## src/asc_map.svh

```systemverilog
// register offsets, field positions, reset values and counts of the serial block
`ifndef ASC_MAP_SVH
`define ASC_MAP_SVH
`define ASC_SR_OFS     8'h50
`define ASC_DR_OFS     8'h51
`define ASC_BRR_OFS    8'h52
`define ASC_CR1_OFS    8'h53
`define ASC_CR2_OFS    8'h54
`define ASC_RXF_OFS    8'h55
`define ASC_TXF_OFS    8'h57
`define ASC_CTL_RST    8'h00
`define ASC_TXF_RST    1'b1
`define ASC_BRR_PS     7:6
`define ASC_BRR_TX     5:3
`define ASC_BRR_RX     2:0
`define ASC_CR1_R8     7
`define ASC_CR1_T8     6
`define ASC_CR1_M      4
`define ASC_CR1_WAKE   3
`define ASC_PR_SEL0    4'h1
`define ASC_PR_SEL1    4'h3
`define ASC_PR_SEL2    4'h4
`define ASC_PR_SEL3    4'hD
`define ASC_CONV_BASE  9'h002
`define ASC_OVS_LAST   4'hF
`define ASC_RX_MID     4'h7
`define ASC_LEN8       4'hA
`define ASC_LEN9       4'hB
`endif

```

## src/asc_pkg.sv

```systemverilog
// types shared by the serial control and baud block
package asc_pkg;
  typedef struct packed {
    logic [7:0] addr;   // register address
    logic [7:0] wdata;  // write data
    logic       wr;     // write strobe
    logic       rd;     // read strobe
  } asc_bus_t;
  typedef struct packed {
    logic tx_empty_irq_en;
    logic tx_done_irq_en;
    logic rx_irq_en;
    logic idle_irq_en;
    logic tx_enable;
    logic rx_enable;
    logic rx_mute;
    logic send_break_req;
  } asc_cr2_t;
  typedef enum logic [1:0] {TXK_DATA = 2'b00, TXK_PRE = 2'b01, TXK_BRK = 2'b10} asc_txk_t;
  typedef enum logic {TX_IDLE = 1'b0, TX_SHIFT = 1'b1} asc_txs_t;
  typedef enum logic {RX_HUNT = 1'b0, RX_BITS = 1'b1} asc_rxs_t;
endpackage : asc_pkg

```

## src/asc_top.sv

```systemverilog
// serial control, data and baud-rate register logic with its shifters
// Behaviour
// - word length bit picks eight or nine data
// - nine-bit mode stores received ninth bit
// - nine-bit mode sends held ninth bit
// - wake method: idle line or address mark
// - tx empty enable requests irq on empty
// - tx done enable requests irq on complete
// - rx enable requests irq on overrun/full
// - idle enable requests irq on idle flag
// - tx enable gives pin to serial function
// - tx enable off-on sends one preamble after
// - rx enable starts start-bit hunt
// - mute bit set by software, hardware clears
// - held break request sends breaks continuously
// - break request pulse appends one break
// - data write to tx buffer, read rx
// - prescale field gives 1, 3, 4, 13
// - tx divisor is two to field power
// - rx divisor is two to field power
// - nonzero tx fine divider replaces divisor
// - nonzero rx fine divider replaces divisor
// - rx rate is clock/16 over fine value
// - tx rate is clock/16 over fine value
// - conventional rate clock/32/prescale/divisor, independent
// - muted receiver sets no flags, no irqs
// - idle wake clears mute, no idle flag
// - address mark word wakes and is received
//
// Decided for this implementation: the strobed register port.
`include "asc_map.svh"
module asc_top import asc_pkg::*; (
  input  wire logic       clock_i,       // cpu clock, 100 MHz
  input  wire logic       nrst_i,        // asynchronous reset, active low
  input  wire asc_bus_t   bus_i,         // register request
  output logic [7:0]      rdata_o,       // read data, cycle after read strobe
  input  wire logic       rx_i,          // serial receive line
  output logic            tx_o,          // serial transmit line
  output logic            tx_pin_sel_o,  // high while pin belongs to serial function
  output logic            irq_o          // shared serial interrupt request
);

  // prescale factor lookup
  function automatic logic [3:0] pr_limit(input logic [1:0] sel);
    case (sel)
      2'b00:   pr_limit = `ASC_PR_SEL0;
      2'b01:   pr_limit = `ASC_PR_SEL1;
      2'b10:   pr_limit = `ASC_PR_SEL2;
      default: pr_limit = `ASC_PR_SEL3;
    endcase
  endfunction : pr_limit

  // oversample divide count; a nonzero fine value wins over the power of two
  function automatic logic [8:0] rate_limit(input logic [7:0] fine, input logic [2:0] rate);
    rate_limit = (fine != 8'h00) ? {1'b0, fine} : (`ASC_CONV_BASE << rate);
  endfunction : rate_limit

  // one step of a wrapping divider; >= keeps it safe when the limit shrinks
  function automatic logic [8:0] div_next(input logic [8:0] cnt, input logic [8:0] lim,
                                          input logic step);
    if (!step)
      div_next = cnt;
    else if (cnt >= lim - 9'h001)
      div_next = 9'h000;
    else
      div_next = cnt + 9'h001;
  endfunction : div_next

  // reset release synchroniser
  logic [1:0] rst_sync_r;                // two-stage release
  wire        rst_n = rst_sync_r[1];     // synchronised reset, active low
  always_ff @(posedge clock_i or negedge nrst_i) begin
    if (!nrst_i)
      rst_sync_r <= 2'b00;
    else
      rst_sync_r <= {rst_sync_r[0], 1'b1};
  end

  // address decode
  wire sel_sr  = bus_i.addr == `ASC_SR_OFS;
  wire sel_dr  = bus_i.addr == `ASC_DR_OFS;
  wire sel_brr = bus_i.addr == `ASC_BRR_OFS;
  wire sel_cr1 = bus_i.addr == `ASC_CR1_OFS;
  wire sel_cr2 = bus_i.addr == `ASC_CR2_OFS;
  wire sel_rxf = bus_i.addr == `ASC_RXF_OFS;
  wire sel_txf = bus_i.addr == `ASC_TXF_OFS;
  wire rd_sr   = bus_i.rd && sel_sr;
  wire rd_dr   = bus_i.rd && sel_dr;
  wire wr_dr   = bus_i.wr && sel_dr;

  // software registers
  logic [7:0] brr_r;       // baud_select
  logic [7:0] rxf_r;       // rx_fine_divider
  logic [7:0] txf_r;       // tx_fine_divider
  logic [7:0] tdr_r;       // tx_holding_buf
  logic [7:0] rdr_r;       // rx_holding_buf
  logic       t8_r;        // tx_ninth_bit
  logic       r8_r;        // rx_ninth_bit
  logic       m_r;         // nine-bit word length
  logic       wake_r;      // wake method, 1 = address mark
  asc_cr2_t   cr2_r;       // enable_control
  logic       mute_clr;    // hardware wake-up
  logic       rx_take;     // received word goes to software
  logic [10:0] rx_fr;      // complete received frame

  // control register writes; a software write to the mute bit beats a wake
  always_ff @(posedge clock_i or negedge rst_n) begin
    if (!rst_n) begin
      brr_r  <= `ASC_CTL_RST;
      rxf_r  <= `ASC_CTL_RST;
      txf_r  <= `ASC_CTL_RST;
      tdr_r  <= `ASC_CTL_RST;
      cr2_r  <= asc_cr2_t'(`ASC_CTL_RST);
      t8_r   <= 1'b0;
      m_r    <= 1'b0;
      wake_r <= 1'b0;
    end else begin
      if (bus_i.wr && sel_brr) brr_r <= bus_i.wdata;
      if (bus_i.wr && sel_rxf) rxf_r <= bus_i.wdata;
      if (bus_i.wr && sel_txf) txf_r <= bus_i.wdata;
      if (wr_dr) tdr_r <= bus_i.wdata;
      if (bus_i.wr && sel_cr1) begin
        t8_r   <= bus_i.wdata[`ASC_CR1_T8];
        m_r    <= bus_i.wdata[`ASC_CR1_M];
        wake_r <= bus_i.wdata[`ASC_CR1_WAKE];
      end
      if (bus_i.wr && sel_cr2)
        cr2_r <= asc_cr2_t'(bus_i.wdata);
      else if (mute_clr)
        cr2_r.rx_mute <= 1'b0;
    end
  end

  // common prescaler: one tick per prescale factor of cpu clocks
  logic [3:0] pr_cnt_r;
  wire [3:0]  pr_lim  = pr_limit(brr_r[`ASC_BRR_PS]);
  wire        pr_tick = pr_cnt_r >= pr_lim - 4'h1;
  always_ff @(posedge clock_i or negedge rst_n) begin
    if (!rst_n)
      pr_cnt_r <= 4'h0;
    else
      pr_cnt_r <= pr_tick ? 4'h0 : pr_cnt_r + 4'h1;
  end

  // per-direction dividers make the 16x oversample tick; the bit is 16 of them,
  // so conventional = clk/(PR*2*div*16) and extended = clk/(16*fine)
  logic [8:0] tx_cnt_r;
  logic [8:0] rx_cnt_div_r;
  wire        tx_step   = (txf_r != 8'h00) || pr_tick;
  wire        rx_step   = (rxf_r != 8'h00) || pr_tick;
  wire [8:0]  tx_lim    = rate_limit(txf_r, brr_r[`ASC_BRR_TX]);
  wire [8:0]  rx_lim    = rate_limit(rxf_r, brr_r[`ASC_BRR_RX]);
  wire        tx_tick16 = tx_step && (tx_cnt_r >= tx_lim - 9'h001);
  wire        rx_tick16 = rx_step && (rx_cnt_div_r >= rx_lim - 9'h001);
  always_ff @(posedge clock_i or negedge rst_n) begin
    if (!rst_n) begin
      tx_cnt_r     <= 9'h000;
      rx_cnt_div_r <= 9'h000;
    end else begin
      tx_cnt_r     <= div_next(tx_cnt_r, tx_lim, tx_step);
      rx_cnt_div_r <= div_next(rx_cnt_div_r, rx_lim, rx_step);
    end
  end

  // transmitter state
  asc_txs_t    tx_st_r;     // idle or shifting
  asc_txk_t    tx_kind_r;   // what the current frame is
  logic [10:0] tx_sh_r;     // output shifter, lsb first
  logic [3:0]  tx_left_r;   // bits still to send
  logic [3:0]  tx_os_r;     // oversample phase
  logic        tx_buf_empty_r;      // tx_buf_empty
  logic        tc_r;        // tx_complete
  logic        sr_seen_r;   // status read armed a flag clear
  logic        pre_pend_r;  // preamble owed
  logic        brk_pend_r;  // single break owed
  logic        te_d_r;      // tx enable last cycle
  logic        sbk_d_r;     // break request last cycle

  wire [3:0]  frame_len = m_r ? `ASC_LEN9 : `ASC_LEN8;
  wire        tx_bit    = tx_tick16 && (tx_os_r == `ASC_OVS_LAST);
  wire        tx_last   = (tx_st_r == TX_SHIFT) && (tx_left_r == 4'h1);
  wire        tx_slot   = tx_bit && ((tx_st_r == TX_IDLE) || tx_last);
  wire        tx_end    = tx_bit && tx_last;
  // frames follow back to back; break outranks preamble outranks data
  wire go_brk = tx_slot && cr2_r.tx_enable
              && (cr2_r.send_break_req || brk_pend_r);
  wire go_pre = tx_slot && cr2_r.tx_enable && pre_pend_r && !go_brk;
  wire go_dat = tx_slot && cr2_r.tx_enable && !tx_buf_empty_r && !go_brk && !go_pre;
  wire [10:0] dat_frame = m_r ? {1'b1, t8_r, tdr_r, 1'b0}
                              : {2'b11, tdr_r, 1'b0};
  wire [10:0] new_frame = go_brk ? 11'h000 : (go_pre ? 11'h7FF : dat_frame);
  wire        tx_clr    = wr_dr && sr_seen_r;
  wire        te_rise   = cr2_r.tx_enable && !te_d_r;
  wire        sbk_rise  = cr2_r.send_break_req && !sbk_d_r;

  // shifter sequencing; a frame in flight always finishes
  always_ff @(posedge clock_i or negedge rst_n) begin
    if (!rst_n) begin
      tx_st_r   <= TX_IDLE;
      tx_kind_r <= TXK_DATA;
      tx_sh_r   <= 11'h7FF;
      tx_left_r <= 4'h0;
      tx_os_r   <= 4'h0;
    end else begin
      if (tx_tick16) tx_os_r <= tx_os_r + 4'h1;
      if (go_brk || go_pre || go_dat) begin
        tx_st_r   <= TX_SHIFT;
        tx_sh_r   <= new_frame;
        tx_left_r <= frame_len;
        tx_kind_r <= go_brk ? TXK_BRK : (go_pre ? TXK_PRE : TXK_DATA);
      end else if (tx_bit && (tx_st_r == TX_SHIFT)) begin
        if (tx_last) begin
          tx_st_r <= TX_IDLE;
        end else begin
          tx_sh_r   <= {1'b1, tx_sh_r[10:1]};
          tx_left_r <= tx_left_r - 4'h1;
        end
      end
    end
  end

  // transmit flags; hardware sets win over the software clear sequence
  always_ff @(posedge clock_i or negedge rst_n) begin
    if (!rst_n) begin
      tx_buf_empty_r     <= `ASC_TXF_RST;
      tc_r       <= `ASC_TXF_RST;
      sr_seen_r  <= 1'b0;
      pre_pend_r <= 1'b0;
      brk_pend_r <= 1'b0;
      te_d_r     <= 1'b0;
      sbk_d_r    <= 1'b0;
    end else begin
      tx_buf_empty_r     <= go_dat || (tx_buf_empty_r && !tx_clr);
      tc_r       <= tx_end || (tc_r && !tx_clr);
      sr_seen_r  <= rd_sr || (sr_seen_r && !(wr_dr || rd_dr));
      pre_pend_r <= te_rise || (pre_pend_r && !go_pre);
      brk_pend_r <= sbk_rise || (brk_pend_r && !go_brk);
      te_d_r     <= cr2_r.tx_enable;
      sbk_d_r    <= cr2_r.send_break_req;
    end
  end

  // receiver state
  asc_rxs_t    rx_st_r;     // hunting or sampling bits
  logic [3:0]  rx_os_r;     // oversample phase
  logic [3:0]  rx_cnt_r;    // bits sampled so far
  logic [3:0]  idle_cnt_r;  // whole high bit times seen
  logic [10:0] rx_sh_r;     // input shifter, fills from the top
  logic        rx_full_r;      // rx_full
  logic        idle_r;      // idle line flag
  logic        ovr_r;       // overrun flag
  logic        fe_r;        // framing error flag
  logic        idle_arm_r;  // idle may be flagged again

  wire rx_samp  = rx_tick16 && (rx_os_r == `ASC_OVS_LAST) && (rx_st_r == RX_BITS);
  wire rx_false = rx_samp && (rx_cnt_r == 4'h0) && rx_i;
  wire rx_done  = rx_samp && (rx_cnt_r == frame_len - 4'h1);
  assign rx_fr  = {rx_i, rx_sh_r[10:1]};
  // the word's top bit lands at frame bit 9 in both lengths
  wire [7:0] rx_byte  = m_r ? rx_fr[8:1] : rx_fr[9:2];
  wire wake_am  = rx_done && cr2_r.rx_mute && wake_r && rx_fr[9];
  assign rx_take = rx_done && (!cr2_r.rx_mute || wake_am);
  wire rx_load  = rx_take && !rx_full_r;
  wire hunt_bit = rx_tick16 && (rx_os_r == `ASC_OVS_LAST) && (rx_st_r == RX_HUNT);
  wire idle_evt = hunt_bit && rx_i && (idle_cnt_r == frame_len - 4'h1);
  wire wake_il  = idle_evt && cr2_r.rx_mute && !wake_r;
  wire idle_set = idle_evt && !cr2_r.rx_mute && idle_arm_r;
  wire rx_clr   = rd_dr && sr_seen_r;
  assign mute_clr = wake_am || wake_il;

  // start hunt, mid-bit sampling and idle counting; idle counts only while hunting
  always_ff @(posedge clock_i or negedge rst_n) begin
    if (!rst_n) begin
      rx_st_r    <= RX_HUNT;
      rx_os_r    <= 4'h0;
      rx_cnt_r   <= 4'h0;
      rx_sh_r    <= 11'h7FF;
      idle_cnt_r <= 4'h0;
    end else if (!cr2_r.rx_enable) begin
      rx_st_r    <= RX_HUNT;
      idle_cnt_r <= 4'h0;
    end else begin
      if (rx_tick16) rx_os_r <= rx_os_r + 4'h1;
      if (!rx_i)
        idle_cnt_r <= 4'h0;
      else if (hunt_bit && (idle_cnt_r < frame_len))
        idle_cnt_r <= idle_cnt_r + 4'h1;
      case (rx_st_r)
        RX_HUNT: begin
          if (rx_tick16 && !rx_i) begin
            rx_st_r  <= RX_BITS;
            rx_os_r  <= `ASC_RX_MID;
            rx_cnt_r <= 4'h0;
          end
        end
        default: begin
          if (rx_samp) begin
            rx_sh_r  <= rx_fr;
            rx_cnt_r <= rx_cnt_r + 4'h1;
            if (rx_false || rx_done) rx_st_r <= RX_HUNT;
          end
        end
      endcase
    end
  end

  // receive buffer and flags; holding buffer is kept on overrun
  always_ff @(posedge clock_i or negedge rst_n) begin
    if (!rst_n) begin
      rdr_r      <= 8'h00;
      r8_r       <= 1'b0;
      rx_full_r     <= 1'b0;
      idle_r     <= 1'b0;
      ovr_r      <= 1'b0;
      fe_r       <= 1'b0;
      idle_arm_r <= 1'b1;
    end else begin
      if (rx_load) rdr_r <= rx_byte;
      if (rx_load && m_r) r8_r <= rx_fr[9];
      rx_full_r     <= rx_load || (rx_full_r && !rx_clr);
      ovr_r      <= (rx_take && rx_full_r) || (ovr_r && !rx_clr);
      fe_r       <= (rx_load && !rx_fr[10]) || (fe_r && !rx_clr);
      idle_r     <= idle_set || (idle_r && !rx_clr);
      idle_arm_r <= rx_load || (idle_arm_r && !idle_set);
    end
  end

  // read data selection
  logic [7:0] rd_val;
  always_comb begin
    if (sel_sr)
      rd_val = {tx_buf_empty_r, tc_r, rx_full_r, idle_r, ovr_r, 1'b0, fe_r, 1'b0};
    else if (sel_dr)
      rd_val = rdr_r;
    else if (sel_brr)
      rd_val = brr_r;
    else if (sel_cr1)
      rd_val = {r8_r, t8_r, 1'b0, m_r, wake_r, 3'b000};
    else if (sel_cr2)
      rd_val = cr2_r;
    else if (sel_rxf)
      rd_val = rxf_r;
    else if (sel_txf)
      rd_val = txf_r;
    else
      rd_val = 8'h00;
  end

  // registered outputs; muted receiver raises no receive request
  always_ff @(posedge clock_i or negedge rst_n) begin
    if (!rst_n) begin
      rdata_o      <= 8'h00;
      tx_o         <= 1'b1;
      tx_pin_sel_o <= 1'b0;
      irq_o        <= 1'b0;
    end else begin
      rdata_o      <= bus_i.rd ? rd_val : 8'h00;
      tx_o         <= (tx_st_r == TX_SHIFT) ? tx_sh_r[0] : 1'b1;
      tx_pin_sel_o <= cr2_r.tx_enable || (tx_st_r == TX_SHIFT);
      irq_o        <= (cr2_r.tx_empty_irq_en && tx_buf_empty_r)
                   || (cr2_r.tx_done_irq_en && tc_r)
                   || (cr2_r.rx_irq_en && !cr2_r.rx_mute && (ovr_r || rx_full_r))
                   || (cr2_r.idle_irq_en && !cr2_r.rx_mute && idle_r);
    end
  end
endmodule : asc_top

```

## config.mk

```make
export PLATFORM = sky130hd
export DESIGN_NAME = asc_top
export DESIGN_NICKNAME = d
export VERILOG_FILES = /design/src/asc_pkg.sv /design/src/asc_top.sv
export VERILOG_INCLUDE_DIRS = /design/src
export SDC_FILE = /design/constraint.sdc
export NUM_CORES = 1
export LEC_CHECK = 0
export BUFFER_PORTS_ARGS = -buffer_cell sky130_fd_sc_hd__buf_2
export CAP_MARGIN = 20
export CORE_AREA = 2 2 128 130
export DETAILED_ROUTE_END_ITERATION = 10
export DIE_AREA = 0 0 130 132
export PLACE_DENSITY_LB_ADDON = 0.25
export SYNTH_ARGS = -nofsm -noshare
export SYNTH_HDL_FRONTEND = slang
export SYNTH_SLANG_ARGS = --single-unit
```

## constraint.sdc

```tcl
create_clock -name clock_i -period 12 [get_ports clock_i]
set_input_delay 1.2 -clock clock_i [delete_from_list [all_inputs] [get_ports clock_i]]
set_output_delay 1.2 -clock clock_i [all_outputs]
set_load 0.01 [all_outputs]
```

==> impl_metrics.tcl, run 1 <==
set metrics [dict create \
    io_pins 32 \
    final.period_utilization_pct 40.2 \
    synth-seq-cells 141 \
    detail_route.wl_per_cell_um 17.5 \
    cts_made_buffers 17 \
    slew_viol_final 0 \
    hold_path_depth 0 \
    fin_crit_ps 4820 \
    cts_tree "done" \
    ys_types 79 \
    routed_via_density 5.73 \
    grt_overflow_total 0 \
    slowest_stage "a21oi_2" \
    synth.net_count 810 \
    drtPass1Iterations 5 \
    yosys_warnings 0 \
    finalClockSkew_ps 9.60 \
    num_rows 46 \
    yosysMostFrequentCell "dfrtp_1" \
    syn_area_um2 7720 \
    yosysTopAreaCell "dfrtp_1" \
    final_nets 832 \
    grt_use_total_pct 21.7 \
    max-cap-violations 0 \
    yosysSeqAreaShare_pct 46.1 \
    htreeDepth 4 \
    critPathKind "reg2reg" \
    start_util_pct 49.1 \
    arrival_ps 5180 \
    grt_antenna_before_repair 1 \
    synthCells 752 \
    dieWidth_um 130 \
    p_leak_uw 0.00394 \
    rsz0062_at_grt "no" \
    hp-class "reg2reg" \
    crit_path_cell_trace "or3_1 -> or4_1 -> nor2_1 -> a21oi_1 -> ha_1 -> nand2_1 -> nor3_1 -> nand3_1 -> o211ai_1 -> ha_1 -> nand2_1 -> or3_1 -> a21oi_2 -> and3_1 -> nand2b_4 -> o22a_1" \
    clock_latency_ps 420 \
    synth_edf_count 0 \
    core_um2 15700 \
    clk_pin_slew_ps 60 \
    endpoint_kind "flop" \
    yosys.area.top_type_share_pct 37.9 \
    layout-drive-gt1-share_pct 22.1 \
    area_delta_synth_final_pct 11.3 \
    ff2ff_path_depth 16 \
    clock-sinks 141 \
    clock-root-buffer "clkbuf_16" \
    power_density_nw_per_um2 179 \
    gp_congestion 0.924 \
    grt_max_degree 71 \
    synth_commonest_cells "117 x dfrtp_1, 68 x nand2_1, 56 x nor2_1" \
    ys_top_cells_by_area "dfrtp_1 38%, dfstp_2 8.2%, mux2_2 6.9%" \
    cts_setup_buffers 0 \
    slowest_delay_ps 670 \
    wirelength_mm 17.6 \
    cp.required_ps 12360 \
    drtIter0Drc 442 \
    avgSynthCellArea_um2 10.3 \
    setup_viol_count_final 0 \
    crit_path_start_kind "flop" \
    worst_slew_pin_slew_ps 895 \
    dp.final_hpwl_mm 12.5 \
    drc 0 \
    outcome "complete, no violations" \
    fmax_mhz 208 \
    grt_pass1_wl_mm 29.3 \
    finalSetupTns_ps 0 \
    clockBufferDepth 2 \
    critPathMaxFanout 17 \
    grt_pass1_vias 5830 \
    vias 5752 \
    die_area_um2 17200 \
    postCtsHoldBufs 0 \
    synth-async-reset-ratio_pct 100 \
    peakVddDrop_uv 116 \
    die_y_um 132 \
    ant_nets 0 \
    synthFlopType "dfrtp_1" \
    port_buffers 31 \
    cts_resized 0 \
    hold_violations 0 \
    finish.utilization_pct 54.7 \
    slew_headroom_pct 40.3 \
]
==> registers in the layout, summed over array words and instances (netlist names), 2 cells and up <==
register,count
rst_sync_r,2
rx_os_r,4
rxf_r,8
brr_r,8
tdr_r,8
txf_r,8
rdr_r,8
pr_cnt_r,4
idle_cnt_r,4
rdata_o,8
tx_sh_r,11
rx_cnt_div_r,9
tx_cnt_r,9
rx_sh_r,9
rx_cnt_r,4
tx_left_r,4
tx_os_r,4
cr2_r,8
==> layer usage <==
layer  up-vias  global-route usage (%)  wire (µm)
li1       2751                       -          -
met1      2840                    28.7       7880
met2       139                    35.4       8670
met3        22                    5.40        755
met4         0                    6.27        289
met5         -                       0          0
==> worst max-delay path, delay by kind of cell (launching register included) <==
| kind | cells | cell delay (ps) |
|---|---|---|
| fa+ha+maj | 2 | 560 |
| simple gates | 10 | 2720 |
| flops | 1 | 450 |
| compound gates | 4 | 1020 |
==> metrics by stage <==
step / power, µW / cell area [µm²] / setup WS, ps / hold WS, ps / cells
2_1_floorplan: 913 / 7720 / 7820 / 331 / 752
5_1_grt: 1630 / 8590 / 6820 / 356 / 1003
6_report: 1540 / 8590 / 7180 / 352 / 1004
3_5_place_dp: 999 / 7980 / 7250 / 342 / 971
4_1_cts: 1550 / 8590 / 7190 / 355 / 1003
3_3_place_gp: 975 / 7980 / 7400 / 339 / 971
==> cell type report <==
class / count / area (µm²)
timing repair buffer: 32 / 163
sequential: 141 / 3560
inverter: 30 / 113
fill: 1392 / 7120
tap: 216 / 270
antenna: 1 / 2.50
multi-input combinational: 552 / 3870
clock buffer: 21 / 470
clock inverter: 11 / 140
==> path summary, 6_finish.rpt <==
| kind | to | start | slack (ps) |
|---|---|---|---|
| worst max-delay path | tx_sh_r[10] | txf_r[5] | 7180 |
| worst min-delay path | rst_sync_r[1] | rst_sync_r[0] | 350 |
| worst max register to register | tx_sh_r[10] | txf_r[5] | 7180 |
| worst min register to register | rst_sync_r[1] | rst_sync_r[0] | 350 |
| max in group asynchronous | cr2_r[7] | rst_sync_r[1] | 10120 |
| min in group asynchronous | rx_cnt_div_r[5] | rst_sync_r[1] | 460 |
==> where the power goes <==
| group | switching (µW) | internal (µW) |
|---|---|---|
| Combinational | 208 | 150 |
| Clock | 200 | 342 |
| Sequential | 74.8 | 562 |
==> cells by family (layout without fill, tap and decap cells) <==
group,after synthesis,in the layout,share of synthesized area [%]
AND/OR/NAND/NOR,251,251,16.9
AO/OA/AOI/OAI,169,169,14.7
flip-flops,141,141,46.1
multiplexers,69,69,9.73
buffers and inverters,59,94,3.71
adder cells (fa/ha/maj),37,37,6.00
XOR/XNOR,25,25,2.84
other,1,2,0.0486
==> cell usage in the layout, fill, tap and decap left out, types with 8 or more instances in the layout <==
| cell | n |
|---|---|
| o22ai_1 | 12 |
| dfstp_2 | 24 |
| clkbuf_16 | 17 |
| nand2b_1 | 12 |
| o21ai_0 | 45 |
| dfrtp_1 | 116 |
| a22o_1 | 12 |
| xnor2_1 | 8 |
| or3_1 | 8 |
| nand4_1 | 10 |
| xor2_1 | 17 |
| mux2_2 | 47 |
| nor2b_1 | 12 |
| a21oi_1 | 44 |
| o21ai_2 | 9 |
| nand3_1 | 22 |
| mux2i_1 | 21 |
| nand2_1 | 68 |
| buf_2 | 31 |
| inv_1 | 29 |
| ha_1 | 37 |
| nor3_1 | 16 |
| nor2_1 | 56 |
(Power assumes the default switching activity.)
==> run 2, diff against run 1 <==
==> constraint.sdc (replaced) <==
create_clock -name clock_i -period 4.87 [get_ports clock_i]
set_input_delay 0.487 -clock clock_i [delete_from_list [all_inputs] [get_ports clock_i]]
set_output_delay 0.487 -clock clock_i [all_outputs]
set_load 0.01 [all_outputs]
==> run 2 against run 1 <==
Effect of this change:
- sequential share of layout area increased by 0.085 points
- die area did not move
- register-to-register slack lost 6700 ps
- total power rose by 140%
- utilization fell by 0.11 points
- clock power is 130% higher
- clock skew rose by 1.7 ps
- non-clock buffer count up 5
- combinational power grew 150%
- critical endpoint is now r8_r
- largest cell class unchanged
==> impl_metrics.tcl, run 2 (synthesis gave the netlist of run 1 again) <==
set metrics [dict create \
    combPwrFrac_pct 24.2 \
    cts_made_buffers 17 \
    mostFrequentLayoutCell "dfrtp_1" \
    hold_violations 0 \
    routed_via_density 5.64 \
    ant_nets 0 \
    fillers 1365 \
    critPathMaxFanout 8 \
    wirelength_mm 16.9 \
    drtPass1Iterations 5 \
    grt_max_degree 55 \
    outcome "complete, no violations" \
    htreeDepth 4 \
    drc 0 \
    final.period_utilization_pct 91.1 \
    grt_pass1_vias 5558 \
    num_rows 46 \
    arrival_ps 4740 \
    start_util_pct 49.1 \
    max-cap-violations 0 \
    port_buffers 31 \
    cts_tree "done" \
    wl_met2_mm 8.05 \
    rsz0062_at_grt "no" \
    die_y_um 132 \
    p_sw_share_pct 32.2 \
    peakVddDrop_uv 291 \
    slew_headroom_pct 46.4 \
    worst_slew_pin_slew_ps 804 \
    dieWidth_um 130 \
    fin_hold_ws_ps 305 \
    p_int_uw 2490 \
    core_um2 15700 \
    wl_met3_um 699 \
    fmax_mhz 225 \
    setup_viol_count_final 0 \
    clockBufferDepth 2 \
    clockPowerShare_pct 33.2 \
    fin_crit_ps 4440 \
    met1_length_mm 7.81 \
    finalSetupTns_ps 0 \
    largest_reg_flops 11 \
    gp_congestion 0.899 \
    detail_route.wl_per_cell_um 16.7 \
    cp.required_ps 5170 \
    final_cell_mix "116 x dfrtp_1, 68 x nand2_1, 56 x nor2_1" \
    crit_path_start_kind "flop" \
    power_density_nw_per_um2 428 \
    die_area_um2 17200 \
    hp-class "reg2async" \
    grt_pass1_wl_mm 28.2 \
    cts_resized 0 \
    top_register "tx_sh_r" \
    clock_latency_ps 420 \
    grt_overflow_total 0 \
    layout-drive-gt1-share_pct 22.3 \
    final_nets 837 \
    dp.final_hpwl_mm 12.3 \
    grt_use_total_pct 20.9 \
    clk_pin_slew_ps 60 \
    p_sw_uw 1180 \
    drtIter0Drc 355 \
    top_layer_used "met4" \
    endpoint_kind "flop" \
    seq_power_share_pct 42.6 \
    vias 5693 \
    clock-sinks 141 \
    area_delta_synth_final_pct 11.1 \
    slew_viol_final 0 \
    grt_antenna_before_repair 1 \
    clock-root-buffer "clkbuf_16" \
    p_leak_uw 0.00394 \
    io_pins 32 \
    finalClockSkew_ps 11.3 \
    critPathKind "reg2reg" \
]
run 2: per-layer routing:
layer / vias up / GRT usage (%)
li1: 2761 / -
met1: 2781 / 28.5
met2: 127 / 32.8
met3: 24 / 4.87
met4: 0 / 7.11
met5: - / 0
run 2: timing repair:
action,in CTS,in global routing
buffers inserted,0,0
hold buffers,1,0
endpoints found under the hold margin,2,0
run 2: power groups by stage:
stage          Combinational, µW  Sequential [µW]  Clock (µW)
5_1_grt                     1010             1590        1300
4_1_cts                      897             1560        1240
6_report                     890             1570        1220
3_3_place_gp                 853             1570           0
3_5_place_dp                 891             1580           0
2_1_floorplan                720             1530           0
run 2: path summary, 6_finish.rpt:
kind                                    start       endpoint  slack (ps)  cells after the start
worst min-delay path            rst_sync_r[1]     rx_os_r[1]         310                      0
max in group asynchronous       rst_sync_r[1]     brk_pend_r        3460                      1
min in group clock_i            rst_sync_r[0]  rst_sync_r[1]         360                      0
worst max register to register       rxf_r[1]           r8_r         430                     18
worst max-delay path                 rxf_r[1]           r8_r         430                     18
worst min register to register  rst_sync_r[1]     rx_os_r[1]         310                      0
run 2: layout make-up:
type	instances	area, µm²	area share, %
clock buffer	21	460	5.37
sequential	141	3560	41.5
antenna	1	2.50	0.0292
timing repair buffer	37	203	2.36
tap	216	270	3.15
clock inverter	11	92.6	1.08
inverter	30	113	1.31
multi-input combinational	552	3870	45.2
run 2: stage by stage:
| step | util, % | power (µW) | cell area [µm²] | std cells | setup slack [ps] |
|---|---|---|---|---|---|
| floorplan | - | 2250 | 7720 | 752 | 693 |
| global placement | 51.0 | 2420 | 8010 | 975 | 581 |
| detailed placement | 51.0 | 2470 | 8010 | 975 | 460 |
| CTS | 54.6 | 3700 | 8570 | 1008 | 450 |
| global route | 54.6 | 3910 | 8570 | 1008 | 96.5 |
| finish | 54.6 | 3670 | 8580 | 1009 | 431 |
run 2: worst max-delay path: stages, from the launching register on:
cell and delay [ps]:
dfrtp_1 410, or4_4 580, nor3_4 270, nand2_1 110, nor2_1 240, a21oi_1 110
ha_1 230, nand2_1 130, nor3_1 100, o21ai_0 100, o31ai_1 100, ha_1 300
nand3_1 90, o221ai_1 180, a221o_2 270, nand3_4 130, or4_4 540, nor2_1 110
mux2_1 320
